<file path="config.mk">
export PLATFORM = sky130hd
export DESIGN_NAME = board_bus_control
export DESIGN_NICKNAME = d
export VERILOG_FILES = /design/src/rtl/board_bus_pkg.sv /design/src/rtl/bus_decode.sv /design/src/rtl/board_bus_control.sv
export SDC_FILE = /design/constraint.sdc
export NUM_CORES = 1
export LEC_CHECK = 0
export BUFFER_PORTS_ARGS = -buffer_cell sky130_fd_sc_hd__buf_2
export CORE_MARGIN = 5
export CORE_UTILIZATION = 50
export DETAILED_ROUTE_END_ITERATION = 7
export HOLD_SLACK_MARGIN = 0.12
export MAX_ROUTING_LAYER = met4
export PLACE_DENSITY = 0.77
export RECOVER_POWER = 100
export SLEW_MARGIN = 30
export SYNTH_ARGS = -nofsm -noshare
export SYNTH_HDL_FRONTEND = slang
export SYNTH_SLANG_ARGS = --single-unit
</file>
<file path="constraint.sdc">
create_clock -name clock_i -period 15.1 [get_ports clock_i]
set_input_delay 3.02 -clock clock_i [delete_from_list [all_inputs] [get_ports clock_i]]
set_output_delay 3.02 -clock clock_i [all_outputs]
set_load 0.01 [all_outputs]
</file>
<file path="src/rtl/board_bus_pkg.sv">
package board_bus_pkg;
  // Bus widths
  localparam int DATA_W = 8;
  localparam int LOW_ADDR_W = 5;
  localparam int TICK_W = 16;
  localparam int ACC_RST_W = 64;
  localparam int DLY_RST_W = 16;
  localparam int PHS_RST_W = 2;
  localparam int SERIAL_W = 14;
  localparam int SLOT_ID_W = 16;
  localparam int LAMP_W = 2;
  localparam int FANOUT_W = 31;
  localparam int SEL_IDX_W = 4;
  localparam int NUM_SELECTS = 148;
  localparam int NUM_DIR_LINES = 19;
  localparam int STRAP_W = SERIAL_W + SLOT_ID_W + 1;

  // Register byte offsets inside the interface part
  localparam logic [4:0] OFF_ACC_RST0 = 5'h00;
  localparam int ACC_RST_BYTES = 8;
  localparam logic [4:0] OFF_DLY_RST_LO = 5'h08;
  localparam logic [4:0] OFF_DLY_RST_HI = 5'h09;
  localparam logic [4:0] OFF_MISC_RST = 5'h0A;
  localparam logic [4:0] OFF_INT_SEL = 5'h0B;
  localparam logic [4:0] OFF_LAMP = 5'h0C;
  localparam logic [4:0] OFF_POWER = 5'h0D;
  localparam logic [4:0] OFF_SERIAL_LO = 5'h10;
  localparam logic [4:0] OFF_SERIAL_HI = 5'h11;
  localparam logic [4:0] OFF_SLOT_LO = 5'h12;
  localparam logic [4:0] OFF_SLOT_HI = 5'h13;
  localparam logic [4:0] OFF_TICK_LO = 5'h14;
  localparam logic [4:0] OFF_TICK_HI = 5'h15;

  // Field positions in the misc reset register
  localparam int BIT_GIGABIT_RST = 0;
  localparam int BIT_PHASE_RST0 = 1;

  // Reset values: reset lines held asserted (low) until software releases them
  localparam logic [7:0] RST_BYTE_INIT = 8'h00;
  localparam logic [3:0] INT_SEL_INIT = 4'h0;
  localparam logic [1:0] LAMP_OFF = 2'b00;
  localparam logic [1:0] LAMP_RED = 2'b01;
  localparam logic [1:0] LAMP_GREEN = 2'b10;
  localparam logic [1:0] LAMP_YELLOW = 2'b11;
  localparam logic [7:0] BYTE_ZERO = 8'h00;

  // Decode part: interface part select and phasing unit selects
  localparam logic [7:0] SEL_INTERFACE = 8'h00;
  localparam logic [7:0] SEL_PHASE_UPPER = 8'h92;
  localparam logic [7:0] SEL_PHASE_LOWER = 8'h93;
endpackage

</file>
<file path="src/rtl/bus_decode.sv">
`timescale 1ns/1ps
module bus_decode (
  input wire logic clock_i,
  input wire logic rst_i,
  input wire logic board_select_n_i,
  input wire logic [7:0] upper_address_byte_i,
  input wire logic read_not_write_i,
  output logic [board_bus_pkg::NUM_SELECTS-1:0] device_selects_n_o,
  output logic [board_bus_pkg::NUM_DIR_LINES-1:0] bank_direction_lines_o,
  output logic translator_direction_o
);
  import board_bus_pkg::*;

  function automatic logic phase_hit(input logic [7:0] a);
    phase_hit = (a == SEL_PHASE_UPPER) || (a == SEL_PHASE_LOWER);
  endfunction

  // One select per address byte value 0 to 147 (none for higher values), gated by the board select
  always_ff @(posedge clock_i or posedge rst_i) begin
    if (rst_i) begin
      device_selects_n_o <= '1;
    end else begin
      for (int k = 0; k < NUM_SELECTS; k++) begin
        device_selects_n_o[k] <= !(!board_select_n_i &&
                                   (upper_address_byte_i == k[7:0]));
      end
    end
  end

  // All bank direction lines switch together
  always_ff @(posedge clock_i or posedge rst_i) begin
    if (rst_i) begin
      bank_direction_lines_o <= '0;
    end else begin
      bank_direction_lines_o <= {NUM_DIR_LINES{read_not_write_i}};
    end
  end

  // High points the translator toward the main bus
  always_ff @(posedge clock_i or posedge rst_i) begin
    if (rst_i) begin
      translator_direction_o <= 1'b0;
    end else begin
      translator_direction_o <= !board_select_n_i && read_not_write_i &&
                                phase_hit(upper_address_byte_i);
    end
  end
endmodule

</file>
<file path="src/rtl/board_bus_control.sv">
`timescale 1ns/1ps
module board_bus_control (
  input wire logic clock_i,
  input wire logic rst_i,
  input wire logic interface_select_n_i,
  input wire logic read_not_write_i,
  input wire logic [board_bus_pkg::LOW_ADDR_W-1:0] low_address_i,
  input wire logic [board_bus_pkg::DATA_W-1:0] bus_data_i,
  output logic [board_bus_pkg::DATA_W-1:0] bus_data_o,
  output logic bus_data_oe_o,
  input wire logic board_select_n_i,
  input wire logic [7:0] upper_address_byte_i,
  output logic [board_bus_pkg::NUM_SELECTS-1:0] device_selects_n_o,
  output logic [board_bus_pkg::NUM_DIR_LINES-1:0] bank_direction_lines_o,
  output logic translator_direction_o,
  input wire logic [board_bus_pkg::TICK_W-1:0] tick_i,
  output logic interrupt_o,
  output logic [board_bus_pkg::ACC_RST_W-1:0] accumulator_resets_n_o,
  output logic [board_bus_pkg::DLY_RST_W-1:0] delay_loop_resets_n_o,
  output logic gigabit_unit_reset_n_o,
  output logic [board_bus_pkg::PHS_RST_W-1:0] phasing_unit_resets_n_o,
  input wire logic [board_bus_pkg::SERIAL_W-1:0] board_serial_number_i,
  input wire logic [board_bus_pkg::SLOT_ID_W-1:0] backplane_slot_id_i,
  input wire logic supplies_ok_i,
  output logic [board_bus_pkg::LAMP_W-1:0] status_lamp_drive_o,
  output logic [board_bus_pkg::FANOUT_W-1:0] bus_clock_fanout_o,
  output logic phasing_clock_copy_o
);
  import board_bus_pkg::*;

  logic [STRAP_W-1:0] strap_meta_r;
  logic [STRAP_W-1:0] strap_sync_r;
  logic [SERIAL_W-1:0] serial_s;
  logic [SLOT_ID_W-1:0] slot_s;
  logic power_s;
  logic [SEL_IDX_W-1:0] int_sel_r;
  logic [TICK_W-1:0] tick_seen_r;
  logic [TICK_W-1:0] tick_seen_nxt;
  logic [TICK_W-1:0] tick_clr;
  logic rd_active_r;
  logic wr_access;
  logic rd_access;
  logic rd_start;

  function automatic logic addr_is(input logic [4:0] a, input logic [4:0] off);
    addr_is = (a == off);
  endfunction

  function automatic logic [15:0] pad16(input logic [15:0] v);
    pad16 = v;
  endfunction

  // Bus access qualification
  assign wr_access = !interface_select_n_i && !read_not_write_i;
  assign rd_access = !interface_select_n_i && read_not_write_i;
  assign rd_start = rd_access && !rd_active_r;

  // Clock fanout passes the bus clock straight through
  assign bus_clock_fanout_o = {FANOUT_W{clock_i}};
  assign phasing_clock_copy_o = clock_i;

  // Straps and power status come from off-chip, synchronise first
  always_ff @(posedge clock_i or posedge rst_i) begin
    if (rst_i) begin
      strap_meta_r <= '0;
      strap_sync_r <= '0;
    end else begin
      strap_meta_r <= {supplies_ok_i, backplane_slot_id_i, board_serial_number_i};
      strap_sync_r <= strap_meta_r;
    end
  end

  assign serial_s = strap_sync_r[SERIAL_W-1:0];
  assign slot_s = strap_sync_r[SERIAL_W +: SLOT_ID_W];
  assign power_s = strap_sync_r[STRAP_W-1];

  // Read-back mux over the five low address bits
  function automatic logic [7:0] read_byte(
    input logic [4:0] a,
    input logic [ACC_RST_W-1:0] acc,
    input logic [DLY_RST_W-1:0] dly,
    input logic gig,
    input logic [PHS_RST_W-1:0] phs,
    input logic [SEL_IDX_W-1:0] isel,
    input logic [LAMP_W-1:0] lamp,
    input logic pwr,
    input logic [SERIAL_W-1:0] sn,
    input logic [SLOT_ID_W-1:0] slot,
    input logic [TICK_W-1:0] seen
  );
    logic [15:0] sn16;
    sn16 = pad16({2'b00, sn});
    read_byte = BYTE_ZERO;
    for (int i = 0; i < ACC_RST_BYTES; i++) begin
      if (addr_is(a, OFF_ACC_RST0 + i[4:0])) begin
        read_byte = acc[8*i +: 8];
      end
    end
    case (a)
      OFF_DLY_RST_LO: read_byte = dly[7:0];
      OFF_DLY_RST_HI: read_byte = dly[15:8];
      OFF_MISC_RST: read_byte = {5'b00000, phs, gig};
      OFF_INT_SEL: read_byte = {4'b0000, isel};
      OFF_LAMP: read_byte = {6'b000000, lamp};
      OFF_POWER: read_byte = {7'b0000000, pwr};
      OFF_SERIAL_LO: read_byte = sn16[7:0];
      OFF_SERIAL_HI: read_byte = sn16[15:8];
      OFF_SLOT_LO: read_byte = slot[7:0];
      OFF_SLOT_HI: read_byte = slot[15:8];
      OFF_TICK_LO: read_byte = seen[7:0];
      OFF_TICK_HI: read_byte = seen[15:8];
      default: ;
    endcase
  endfunction

  // Track the read so a held access is taken once
  always_ff @(posedge clock_i or posedge rst_i) begin
    if (rst_i) begin
      rd_active_r <= 1'b0;
    end else begin
      rd_active_r <= rd_access;
    end
  end

  // Read data captured on the first cycle of the access
  always_ff @(posedge clock_i or posedge rst_i) begin
    if (rst_i) begin
      bus_data_o <= BYTE_ZERO;
    end else if (rd_start) begin
      bus_data_o <= read_byte(low_address_i, accumulator_resets_n_o,
                              delay_loop_resets_n_o, gigabit_unit_reset_n_o,
                              phasing_unit_resets_n_o, int_sel_r, status_lamp_drive_o,
                              power_s, serial_s, slot_s, tick_seen_r);
    end
  end

  // Drive the data port one cycle behind a selected read, for as many cycles as it lasts
  always_ff @(posedge clock_i or posedge rst_i) begin
    if (rst_i) begin
      bus_data_oe_o <= 1'b0;
    end else begin
      bus_data_oe_o <= rd_access;
    end
  end

  // Accumulator resets, one byte per column
  always_ff @(posedge clock_i or posedge rst_i) begin
    if (rst_i) begin
      accumulator_resets_n_o <= {ACC_RST_BYTES{RST_BYTE_INIT}};
    end else if (wr_access) begin
      for (int i = 0; i < ACC_RST_BYTES; i++) begin
        if (addr_is(low_address_i, OFF_ACC_RST0 + i[4:0])) begin
          accumulator_resets_n_o[8*i +: 8] <= bus_data_i;
        end
      end
    end
  end

  // Delay-loop resets, Y units low byte, X units high byte
  always_ff @(posedge clock_i or posedge rst_i) begin
    if (rst_i) begin
      delay_loop_resets_n_o <= {RST_BYTE_INIT, RST_BYTE_INIT};
    end else if (wr_access) begin
      if (addr_is(low_address_i, OFF_DLY_RST_LO)) begin
        delay_loop_resets_n_o[7:0] <= bus_data_i;
      end
      if (addr_is(low_address_i, OFF_DLY_RST_HI)) begin
        delay_loop_resets_n_o[15:8] <= bus_data_i;
      end
    end
  end

  // Gigabit and phasing unit resets
  always_ff @(posedge clock_i or posedge rst_i) begin
    if (rst_i) begin
      gigabit_unit_reset_n_o <= RST_BYTE_INIT[0];
      phasing_unit_resets_n_o <= RST_BYTE_INIT[PHS_RST_W-1:0];
    end else if (wr_access && addr_is(low_address_i, OFF_MISC_RST)) begin
      gigabit_unit_reset_n_o <= bus_data_i[BIT_GIGABIT_RST];
      phasing_unit_resets_n_o <= bus_data_i[BIT_PHASE_RST0 +: PHS_RST_W];
    end
  end

  // Interrupt source select
  always_ff @(posedge clock_i or posedge rst_i) begin
    if (rst_i) begin
      int_sel_r <= INT_SEL_INIT;
    end else if (wr_access && addr_is(low_address_i, OFF_INT_SEL)) begin
      int_sel_r <= bus_data_i[SEL_IDX_W-1:0];
    end
  end

  // Status lamp, code written straight to the drive lines
  always_ff @(posedge clock_i or posedge rst_i) begin
    if (rst_i) begin
      status_lamp_drive_o <= LAMP_OFF;
    end else if (wr_access && addr_is(low_address_i, OFF_LAMP)) begin
      status_lamp_drive_o <= bus_data_i[LAMP_W-1:0];
    end
  end

  // Selected tick forwarded with one cycle of latency; pulse width kept
  always_ff @(posedge clock_i or posedge rst_i) begin
    if (rst_i) begin
      interrupt_o <= 1'b0;
    end else begin
      interrupt_o <= tick_i[int_sel_r];
    end
  end

  // Sticky tick flags, cleared per byte when read, a new tick wins
  always_comb begin
    tick_clr = '0;
    if (rd_start && addr_is(low_address_i, OFF_TICK_LO)) begin
      tick_clr[7:0] = 8'hFF;
    end
    if (rd_start && addr_is(low_address_i, OFF_TICK_HI)) begin
      tick_clr[15:8] = 8'hFF;
    end
    tick_seen_nxt = (tick_seen_r & ~tick_clr) | tick_i;
  end

  always_ff @(posedge clock_i or posedge rst_i) begin
    if (rst_i) begin
      tick_seen_r <= '0;
    end else begin
      tick_seen_r <= tick_seen_nxt;
    end
  end

  // Address decode part
  bus_decode u_decode (
    .clock_i(clock_i),
    .rst_i(rst_i),
    .board_select_n_i(board_select_n_i),
    .upper_address_byte_i(upper_address_byte_i),
    .read_not_write_i(read_not_write_i),
    .device_selects_n_o(device_selects_n_o),
    .bank_direction_lines_o(bank_direction_lines_o),
    .translator_direction_o(translator_direction_o)
  );
endmodule

</file>
* Word-level counts from Yosys, hierarchy flattened
Index checks and enable logic that the tools add are counted.
** Word-level totals
- Output and inout bits :: 295
- Bits of input ports :: 73
- Logic and storage cells :: 529
- Flip-flop bits (word level) :: 327
** Operators by class
- Reduce and logical (&&, ||, !) cells :: 323
- $lt $le $gt $ge :: 1
- Multiplexer cells :: 13
- Bitwise operators :: 3
- Equal/unequal tests :: 166
** Operator list (count)
- 8-bit by 7-bit equality test with 1-bit output, second input constant :: 64
- 8-bit by 6-bit equality test with 1-bit output, second input constant :: 32
- 8-bit equality test, second input constant :: 20
- 1-bit logical AND :: 158
- 1-bit logical NOT :: 152
- 8-bit by 5-bit equality test with 1-bit output, second input constant :: 16
- 8-bit one-hot mux with 12 select lines :: 1
- 8-bit 2-to-1 mux :: 10
- 8-bit by 4-bit equality test with 1-bit output, second input constant :: 8
- 8-bit by 3-bit equality test with 1-bit output, second input constant :: 4
- 5-bit by 4-bit equality test with 1-bit output, second input constant :: 6
- 5-bit equality test, second input constant :: 6
- 5-bit by 3-bit equality test with 1-bit output, second input constant :: 4
- 2-bit AND reduction :: 10
- 16-bit bitwise AND :: 1
- 8-bit by 2-bit equality test with 1-bit output, second input constant :: 2
- 16-bit NOT :: 1
- 16-bit OR :: 1
- 5-bit by 2-bit equality test with 1-bit output, second input constant :: 2
- 8-bit by 1-bit equality test with 1-bit output, second input constant :: 1
- 8-bit logical NOT :: 1
- 5-bit by 1-bit equality test with 1-bit output, second input constant :: 1
- 5-bit logical NOT :: 1
- 4-bit by 5-bit < comparator with 1-bit output, second input constant :: 1
- other kinds (3) :: 3

* Logic depth before layout (Yosys ltp)
Gate-level depths: netlist (run 1).
- Depth after elaboration :: 10
- Gate-level depth with buffers :: 7
- Mapped depth without buffers :: 5

* Modules after synthesis
From an unflattened synthesis (run 1), not the netlist that was laid out.
** Unflattened totals
- Cell total of the unflattened synthesis :: 963
- Area total of the unflattened synthesis :: 13045.0 um2
** Modules (own cells, without submodules)
- board_bus_control :: seq. area each 4429.2 um2, times used 1, cells each 566, area each 7588.5 um2
- bus_decode :: seq. area each 3938.8 um2, times used 1, cells each 397, area each 5456.5 um2

==> flow_summary_export.csv, run 1 <==
group,metric,value,unit
logic_synthesis,yosysUniqueCellTypes,74,
global_routing,antenna_found_initial,8,
setup_path,cp_slowest_cell,"clkbuf_16",
setup_path,crit_family,"buffers and inverters",
logic_synthesis,async_reset_ff_share,100.0,%
setup_path,cp.arrival,8130,ps
floorplanning,dieArea,0.02853,mm²
global_routing,grt_first_pass_wirelength,59240,µm
logic_synthesis,netlist.top_cell.by_area,"dfrtp_1",
setup_path,end_kind,"output pin",
logic_synthesis,ys_seq_area_share,66.28,%
finish,layout-drive-gt1-share,31.15,%
global_routing,grt_max_degree,195,
min_path,hold_start,"strap_meta_r[29]",
place,place_inst,1568,
clock_tree,cts-resized-gates,0,
finish,layoutNonFillerInstCount,1651,
logic_synthesis,yosysTopAreaCellShare,35.48,%
sta,fin_skew,8.911,ps
logic_synthesis,synth_area_leaders,"dfrtp_1 35%, dfstp_2 31%, mux2_2 8.2%, nand2_1 5.1%, buf_4 3.4%",
min_path,hold_end,"strap_sync_r[29]",
floorplanning,ios,368,
setup_path,path_max_fanout,5,
setup_path,regToRegStartpoint,"bus_data_oe_o",
floorplanning,core-area,0.02504,mm²
sta,worst_pin_slew,5319,ps
setup_path,rr_worst_depth,5,
floorplanning,start_util,50.43,%
global_routing,grt_pass1_vias,9918,
floorplanning,die_h,168.9,µm
logic_synthesis,synthTopCellsByCount,"179 x dfrtp_1, 171 x nand2_1, 148 x dfstp_2",
routing,num_vias,9106,
min_path,hold_class,"register to register",
global_routing,grt_overflow,0,
status,violations,"max-capacitance violations, max-slew violations",
setup_path,crit_type,"clock port to output pin",
routing,dr.pass1.iters,5,
clock_tree,cts_setup_buffers,0,
setup_path,ff2ff_setup_slack,12970,ps
routing,via_per_inst,5.515,
finish,final_nets,1362,
setup_path,start_kind,"clock port",
setup_path,crit_buf_inv,4,
logic_synthesis,synth_nets,1030,
finish,fillers,2102,
routing,routed_wl,38700,µm
logic_synthesis,synth_edf_count,0,
setup_path,cpMostUsedCell,"clkbuf_16",
finish,area_growth,23.14,%
global_routing,track_usage,27.95,%
job,max_cap_violations,3,
floorplanning,fp-row-count,58,
sta,rsz0062_at_grt,"no",
floorplanning,die_x,168.9,µm
place,gp_congestion,0.9515,
clock_tree,clk_pin_slew,60,ps
power,irDropWorstVdd,0.0001118,V
setup_path,regToRegEndpoint,"bus_data_o[2]",
logic_synthesis,synth-main-ff-cell,"dfrtp_1",
logic_synthesis,ys_warn_count,0,
logic_synthesis,synth_cells,957,
routing,drt_iter0_drc,753,
status,outcome,"finished, violations left",
sta,slew_headroom,-256.5,%
clock_tree,ctsHoldBuffers,0,
power,total_power,2388,µW
sta,setup_viol,0,
sta,finalSetupTns,0,ps
routing,antenna_left,0,
sta,finalHoldViolCount,0,
clock_tree,cts_tree,"done",
setup_path,cp.required,12080,ps
routing,drc_errors,0,
power,power_density,153.6,mW/mm²
place,io_buffers,367,
sta,drv_slew,283,
logic_synthesis,syn_area,0.01263,mm²
power,p_leak,0.006286,µW
min_path,hold_depth,0,
setup_path,slowest_delay,150,ps
finish,final_core_util,62.10,%
logic_synthesis,synth-seq-cells,327,
clock_tree,clock_latency,630,ps
logic_synthesis,synth_area_per_cell,13.19,µm²
routing,wl_per_cell,23.44,µm
setup_path,worstPathCellList,"clkbuf_16 > clkbuf_16 > clkbuf_16 > clkbuf_1",
place,hpwl,27250,µm
logic_synthesis,yosysMostFrequentCell,"dfrtp_1",
logic make-up (layout without fill, tap and decap cells):
family / after synthesis / count (layout) / share of synthesized area (%)
simple gates: 306 / 306 / 11.47
mux: 120 / 120 / 11.37
xor+xnor: 1 / 1 / 0.06938
buf+inv: 103 / 459 / 4.975
compound gates: 100 / 100 / 5.847
flops: 327 / 327 / 66.28
other cells: 0 / 8 / 0
through the flow:
stage / setup slack (ps) / instance area [µm²] / hold WS [ps]
after floorplan: 3270 / 12630 / 331.2
after global placement: 4415 / 14390 / 334.0
after detailed placement: 4415 / 14410 / 334.7
after CTS: 3940 / 15980 / 348.0
after global routing: 2884 / 15550 / 351.7
final: 3954 / 15550 / 341.7
worst max path at each step:
stage | from | endpoint | slack (ps) | cells after the start
global route | rst_i | accumulator_resets_n_o[53] | 2880 | 3
floorplan | rst_i | accumulator_resets_n_o[0] | 3270 | 1
detailed placement | clock_i | bus_clock_fanout_o[0] | 4420 | 1
CTS | clock_i | bus_clock_fanout_o[17] | 3940 | 4
finish | clock_i | bus_clock_fanout_o[17] | 3950 | 4
global placement | clock_i | bus_clock_fanout_o[0] | 4420 | 1
cell type report:
| cell class | count | area (µm²) | area share (%) |
|---|---|---|---|
| clock inverters | 16 | 256.5 | 1.650 |
| flip-flops and latches | 327 | 8368 | 53.82 |
| clock buffers | 90 | 1429 | 9.190 |
| diodes | 8 | 20.02 | 0.1288 |
| inverters | 6 | 23.77 | 0.1529 |
| repair buffers | 347 | 1441 | 9.271 |
| well taps | 330 | 412.9 | 2.656 |
| multi-input cells | 527 | 3596 | 23.13 |
layer usage:
metal  part of all wire [%]  GRT usage (%)  routed length, µm  vias up
met5                      0              -                  0        -
met4                    2.9          10.37               1123        0
met3                     10          9.762               3903       85
met2                     49          44.63              19060      460
met1                     38          32.95              14610     4624
li1                       -              -                  -     3937
sequential cells by signal, summed over array words and instances, names as in the netlist:
name / count
delay_loop_resets_n_o: 16
bus_data_o: 8
bus_data_oe_o: 1
u_decode.bank_direction_lines_o: 1
accumulator_resets_n_o: 64
u_decode.translator_direction_o: 1
phasing_unit_resets_n_o: 2
tick_seen_r: 16
gigabit_unit_reset_n_o: 1
status_lamp_drive_o: 2
int_sel_r: 4
u_decode.device_selects_n_o: 148
interrupt_o: 1
strap_sync_r: 31
strap_meta_r: 31
layout by cell type (no fill, tap or decap), drive strengths merged, types with 3 or more instances in the layout:
cell type  Yosys  layout
a32oi          3       3
nand2b         9       9
or3b           4       4
nor2          33      33
a31oi          5       5
dfstp        148     148
dfrtp        179     179
nor4           9       9
nor3          22      22
o22ai          3       3
nor2b          7       7
nand3         25      25
clkinvlp       0       3
o2bb2ai        4       4
clkbuf        20     362
nand2        173     173
o211ai         4       4
o21ai         14      14
a211oi         5       5
a22oi          4       4
nor4b          3       3
inv            5       6
or3            3       3
nor3b          4       4
a22o           5       5
mux2          97      97
mux2i         14      14
bufinv         0       6
a21o          16      16
a221oi         5       5
a21oi         14      14
diode          0       8
buf           77      75
mux4           9       9
and2           5       5
clkinv         1       7
where the power goes:
| group | switching (µW) | internal [µW] | leakage [µW] | total [µW] |
|---|---|---|---|---|
| sequential | 42.9 | 925 | 0.00375 | 968 |
| combinational | 115 | 72.4 | 0.00173 | 187 |
| clock | 484 | 748 | 0.000805 | 1230 |
| total | 642 | 1750 | 0.00629 | 2390 |
(Power assumes the default switching activity.)
==> inputs of run 2 (changes only) <==
- CORE_UTILIZATION: 50 -> 47
- PLACE_DENSITY: 0.77 -> 0.76
- clock period: 15.1 -> 10.09 ns (I/O delays scaled with it)
==> run 2 against run 1 <==
  * Combinational power up 49%
  * Global-route usage down 2.2 points
  * Largest cell class unchanged
  * Critical endpoint is now bus_clock_fanout_o[11]
  * Routed wire length down 1.4%
  * The run still ends with max-capacitance violations, max-slew violations left
==> flow_summary_export.csv, run 2 (synthesized netlist as in run 1, its figures left out) <==
group,metric,value,unit
status,violations,"max-capacitance violations, max-slew violations",
finish,largest_reg_flops,148,
clock_tree,cts_setup_buffers,0,
place,gp_congestion,0.9427,
min_path,hold_end,"strap_sync_r[20]",
global_routing,track_usage,25.77,%
place,post-place-ws,2912,ps
setup_path,rr_worst_depth,5,
setup_path,start_kind,"clock port",
finish,layout_commonest_cell,"clkbuf_1",
sta,fin_ws,2474,ps
floorplanning,die_h,173.9,µm
min_path,hold_start,"strap_meta_r[20]",
clock_tree,ctsHoldBuffers,0,
floorplanning,fp-row-count,60,
global_routing,grt_first_pass_wirelength,58600,µm
setup_path,end_kind,"output pin",
sta,slew_headroom,-128.0,%
clock_tree,cts_tree,"done",
finish,fillers,2350,
min_path,hold_depth,0,
setup_path,crit_type,"clock port to output pin",
routing,routed_wl,38180,µm
routing,antenna_left,0,
place,hpwl,26770,µm
setup_path,ff2ff_setup_slack,8190,ps
clock_tree,clk_pin_slew,60,ps
setup_path,path_max_fanout,4,
status,outcome,"finished, violations left",
routing,num_vias,9148,
global_routing,grt_max_degree,180,
sta,finalSetupTns,0,ps
finish,area_growth,22.81,%
job,max_cap_violations,3,
finish,layout-drive-gt1-share,31.16,%
floorplanning,die_x,173.9,µm
clock_tree,clock_latency,620,ps
floorplanning,ios,368,
finish,reg.largest.list,"u_decode.device_selects_n_o x148, accumulator_resets_n_o x64",
sta,finalHoldViolCount,0,
finish,regMostFlops,"u_decode.device_selects_n_o",
sta,rsz0062_at_grt,"no",
floorplanning,core-area,0.02673,mm²
setup_path,regToRegStartpoint,"bus_data_oe_o",
clock_tree,cts-resized-gates,0,
global_routing,grt_pass1_vias,9819,
setup_path,cp.arrival,5600,ps
sta,fin_skew,14.02,ps
global_routing,antenna_found_initial,8,
global_routing,grt_overflow,0,
floorplanning,start_util,47.24,%
setup_path,cp.required,8070,ps
finish,layout_common_cells,"311 x clkbuf_1, 179 x dfrtp_1, 173 x nand2_1",
routing,drt_iter0_drc,673,
sta,setup_viol,0,
sta,drv_slew,213,
floorplanning,dieArea,0.03024,mm²
routing,drc_errors,0,
place,io_buffers,367,
power,irDropWorstVdd,0.0001736,V
power,power_density,224.7,mW/mm²
power,p_leak,0.006255,µW
routing,via_per_inst,5.494,
routing,dr.pass1.iters,5,
finish,final_nets,1363,
routing,wl_per_cell,22.93,µm
min_path,hold_class,"register to register",
sta,worst_pin_slew,3420,ps
setup_path,regToRegEndpoint,"bus_data_o[2]",
==> run 2: cell types whose count changed in the layout (fill, tap and decap cells not counted), moves of 2 or more <==
cell,before,now
a221oi_1,5,3
a221oi_2,0,2
bufinv_16,6,2
clkbuf_1,307,311
clkinv_4,0,2
==> run 2: how the worst max path moves through the flow <==
stage                     startpoint                         end  slack, ps  cells past startpoint
after CTS                    clock_i      bus_clock_fanout_o[11]       2460                      4
after floorplan              clock_i       bus_clock_fanout_o[0]       2910                      1
after global placement       clock_i       bus_clock_fanout_o[0]       2910                      1
final                        clock_i      bus_clock_fanout_o[11]       2470                      4
after detailed placement     clock_i       bus_clock_fanout_o[0]       2910                      1
after global routing           rst_i  accumulator_resets_n_o[63]       2270                      5
==> run 2: layer usage <==
layer / vias up / track usage, % / wire length [µm]
li1: 3931 / - / -
met1: 4620 / 30.47 / 14340
met2: 517 / 40.16 / 18470
met3: 80 / 10.40 / 4335
met4: 0 / 9.337 / 1030
met5: - / - / 0
==> run 2: worst max-delay path: stages <==
cell	delay [ps]
clkbuf_16	130
clkbuf_16	150
clkbuf_16	150
clkbuf_1	130
==> run 2: through the flow <==
step	hold slack [ps]	std cells	area (µm²)	power [µW]	utilization, %
2_1_floorplan	331.2	957	12630	1882	-
3_3_place_gp	333.4	1580	14410	1948	53.92
3_5_place_dp	334.7	1580	14430	1955	53.99
4_1_cts	342.0	1656	15920	3572	59.55
5_1_grt	354.0	1665	15510	3630	58.02
6_report	337.8	1665	15510	3484	58.02
==> run 2: cell type report <==
cell class	instances	area [µm²]	share of cell area [%]
sequential	327	8368	53.97
multi-input combinational	527	3617	23.33
clock buffer	95	1469	9.473
timing repair buffer	348	1445	9.320
tap	341	426.7	2.752
clock inverter	13	136.4	0.8795
inverter	6	23.77	0.1533
antenna	8	20.02	0.1291
==> run 2: power by group <==
| group | internal (µW) | switching [µW] | total [µW] |
|---|---|---|---|
| logic | 108 | 171 | 279 |
| clock network | 1040 | 719 | 1750 |
| registers | 1380 | 65.1 | 1450 |
==> inputs of run 3 (changes only) <==
- ABC_AREA: default -> 1
- clock period: 10.09 -> 6.3 ns (I/O delays scaled with it)
==> run 3 against run 2 <==
  * The run still ends with max-capacitance violations, max-slew violations left
  * Die area shrank 0.51%
  * Hold slack got worse by 4.9 ps
  * Count of clock-buffer cells in the layout is the same
  * Final cell count is 17% higher
  * Non-clock buffer count is 2 lower
  * Largest cell class unchanged
==> flow_summary_export.csv, run 3 <==
group,metric,value,unit
routing,dr.pass1.iters,6,
global_routing,grt_pass1_vias,10520,
logic_synthesis,ys_seq_area_share,66.64,%
logic_synthesis,yosysUniqueCellTypes,30,
place,io_buffers,367,
logic_synthesis,synth_area_per_cell,10.11,µm²
setup_path,ff2ff_setup_slack,3810,ps
setup_path,path_max_fanout,4,
global_routing,grt_first_pass_wirelength,59920,µm
floorplanning,die_h,173.5,µm
sta,drv_slew,168,
status,violations,"max-capacitance violations, max-slew violations",
floorplanning,ios,368,
routing,antenna_left,0,
setup_path,worst-path-stages,4,
setup_path,crit_type,"clock port to output pin",
logic_synthesis,syn_area,0.01256,mm²
global_routing,grt_max_degree,192,
clock_tree,clk_pin_slew,60,ps
finish,final_nets,1659,
job,max_cap_violations,3,
setup_path,end_kind,"output pin",
logic_synthesis,synth_edf_count,0,
place,hpwl,27970,µm
finish,reg.largest.list,"u_decode.device_selects_n_o x148, accumulator_resets_n_o x64",
clock_tree,ctsHoldBuffers,0,
clock_tree,cts_setup_buffers,0,
setup_path,regToRegEndpoint,"tick_seen_r[5]",
routing,drc_errors,0,
floorplanning,core-area,0.02621,mm²
logic_synthesis,synthTopCellsByCount,"390 x nand2_1, 179 x dfrtp_1, 148 x dfstp_2",
floorplanning,die_x,173.5,µm
routing,via_per_inst,5.149,
place,post-place-ws,1775,ps
logic_synthesis,synth_area_leaders,"dfrtp_1 36%, dfstp_2 31%, nand2_1 12%, o21ai_0 4.4%, buf_4 3.0%",
setup_path,cp.required,5040,ps
power,irDropWorstVdd,0.0005009,V
logic_synthesis,synth-seq-cells,327,
setup_path,critPathLaunch,"clock_i",
setup_path,crit_buf_inv,4,
setup_path,start_kind,"clock port",
sta,fin_ws,1141,ps
logic_synthesis,synth-main-ff-cell,"dfrtp_1",
sta,worst_pin_slew,4269,ps
global_routing,grt_overflow,0,
place,post_dp_cell_area,0.01440,mm²
floorplanning,fp-row-count,59,
sta,fin_skew,22.65,ps
sta,slew_headroom,-184.6,%
finish,regMostFlops,"u_decode.device_selects_n_o",
setup_path,crit_end,"bus_clock_fanout_o[14]",
routing,wl_per_cell,20.00,µm
floorplanning,dieArea,0.03009,mm²
routing,routed_wl,39020,µm
sta,finalHoldViolCount,0,
finish,area_growth,21.79,%
setup_path,cp.arrival,3900,ps
finish,seq_area,0.008368,mm²
setup_path,slowest_delay,320,ps
sta,setup_viol,0,
sta,rsz0062_at_grt,"no",
logic_synthesis,ys_warn_count,0,
status,outcome,"finished, violations left",
finish,final_core_util,58.36,%
logic_synthesis,yosysTopAreaCellShare,35.67,%
finish,layout-drive-gt1-share,19.35,%
setup_path,regToRegStartpoint,"bus_data_oe_o",
logic_synthesis,netlist.top_cell.by_area,"dfrtp_1",
logic_synthesis,synth_nets,1315,
setup_path,worstPathCellList,"clkbuf_16 > clkbuf_1 > clkdlybuf4s25_1 > buf_2",
finish,layout_common_cells,"399 x nand2_1, 310 x clkbuf_1, 179 x dfrtp_1",
routing,drt_iter0_drc,942,
sta,finalSetupTns,0,ps
finish,final_cell_area,0.01529,mm²
setup_path,cp_slowest_cell,"clkdlybuf4s25_1",
min_path,hold_class,"register to register",
setup_path,crit_family,"buffers and inverters",
clock_tree,cts_tree,"done",
finish,fillers,2348,
place,gp_congestion,0.9783,
power,p_leak,0.006594,µW
global_routing,track_usage,26.16,%
setup_path,rr_worst_depth,4,
global_routing,antenna_found_initial,5,
clock_tree,clock_latency,630,ps
finish,layout_commonest_cell,"nand2_1",
routing,num_vias,10050,
logic_synthesis,async_reset_ff_share,100.0,%
clock_tree,cts-resized-gates,0,
floorplanning,start_util,47.92,%
power,power_density,350.6,mW/mm²
logic_synthesis,yosysMostFrequentCell,"nand2_1",
finish,largest_reg_flops,148,
logic_synthesis,synth_cells,1242,
finish,multi_input_area,0.003219,mm²
run 3: cell types whose count changed in the layout (fill, tap and decap cells not counted), moves of 11 or more:
cell / previous run / this run
nor2_1: 31 / 107
o21ai_0: 13 / 110
inv_1: 3 / 87
mux2_2: 91 / 0
a21o_1: 16 / 0
mux2i_1: 14 / 0
nand4_1: 2 / 21
or2_2: 0 / 11
nand2_1: 173 / 399
run 3: area by class of cell:
class                           count  area share (%)
Multi-Input combinational cell    742           21.05
Sequential cell                   327           54.72
Clock inverter                     12          0.8345
Inverter                           90           2.217
Antenna cell                        4         0.06545
Clock buffer                       95           9.065
Timing Repair Buffer              346           9.310
Tap cell                          335           2.741
run 3: logic make-up after synthesis:
logic type	Yosys count	synth area share, %
AO/OA/AOI/OAI	141	5.939
buffers and inverters	173	6.995
flip-flops	327	66.64
AND/OR/NAND/NOR	601	20.43
run 3: metrics by stage:
stage               total power, µW  instances  hold WS (ps)
global route                   5616       1951         362.1
floorplan                      2965       1242         331.2
global placement               3064       1871         334.0
detailed placement             3078       1871         334.7
CTS                            5620       1946         343.9
finish                         5363       1951         332.9
run 3: worst min-delay path by stage:
stage	from	end	cells past startpoint
after detailed placement	strap_meta_r[30]	strap_sync_r[30]	0
after global routing	strap_meta_r[20]	strap_sync_r[20]	0
after global placement	strap_meta_r[22]	strap_sync_r[22]	0
after CTS	strap_meta_r[5]	strap_sync_r[5]	0
after floorplan	strap_meta_r[0]	strap_sync_r[0]	0
final	strap_meta_r[5]	strap_sync_r[5]	0
run 3: routing by layer:
layer / vias up / track usage, % / wire length [µm]
met1: 4770 / 30.32 / 14200
met4: 0 / 11.11 / 1778
met2: 596 / 41.43 / 18690
met3: 120 / 9.444 / 4356
met5: - / - / 0
li1: 4559 / - / -
run 3: report_power, final:
group / total (µW) / internal [µW] / switching, µW
combinational: 391 / 117 / 273
clock: 2650 / 1550 / 1100
sequential: 2320 / 2210 / 108
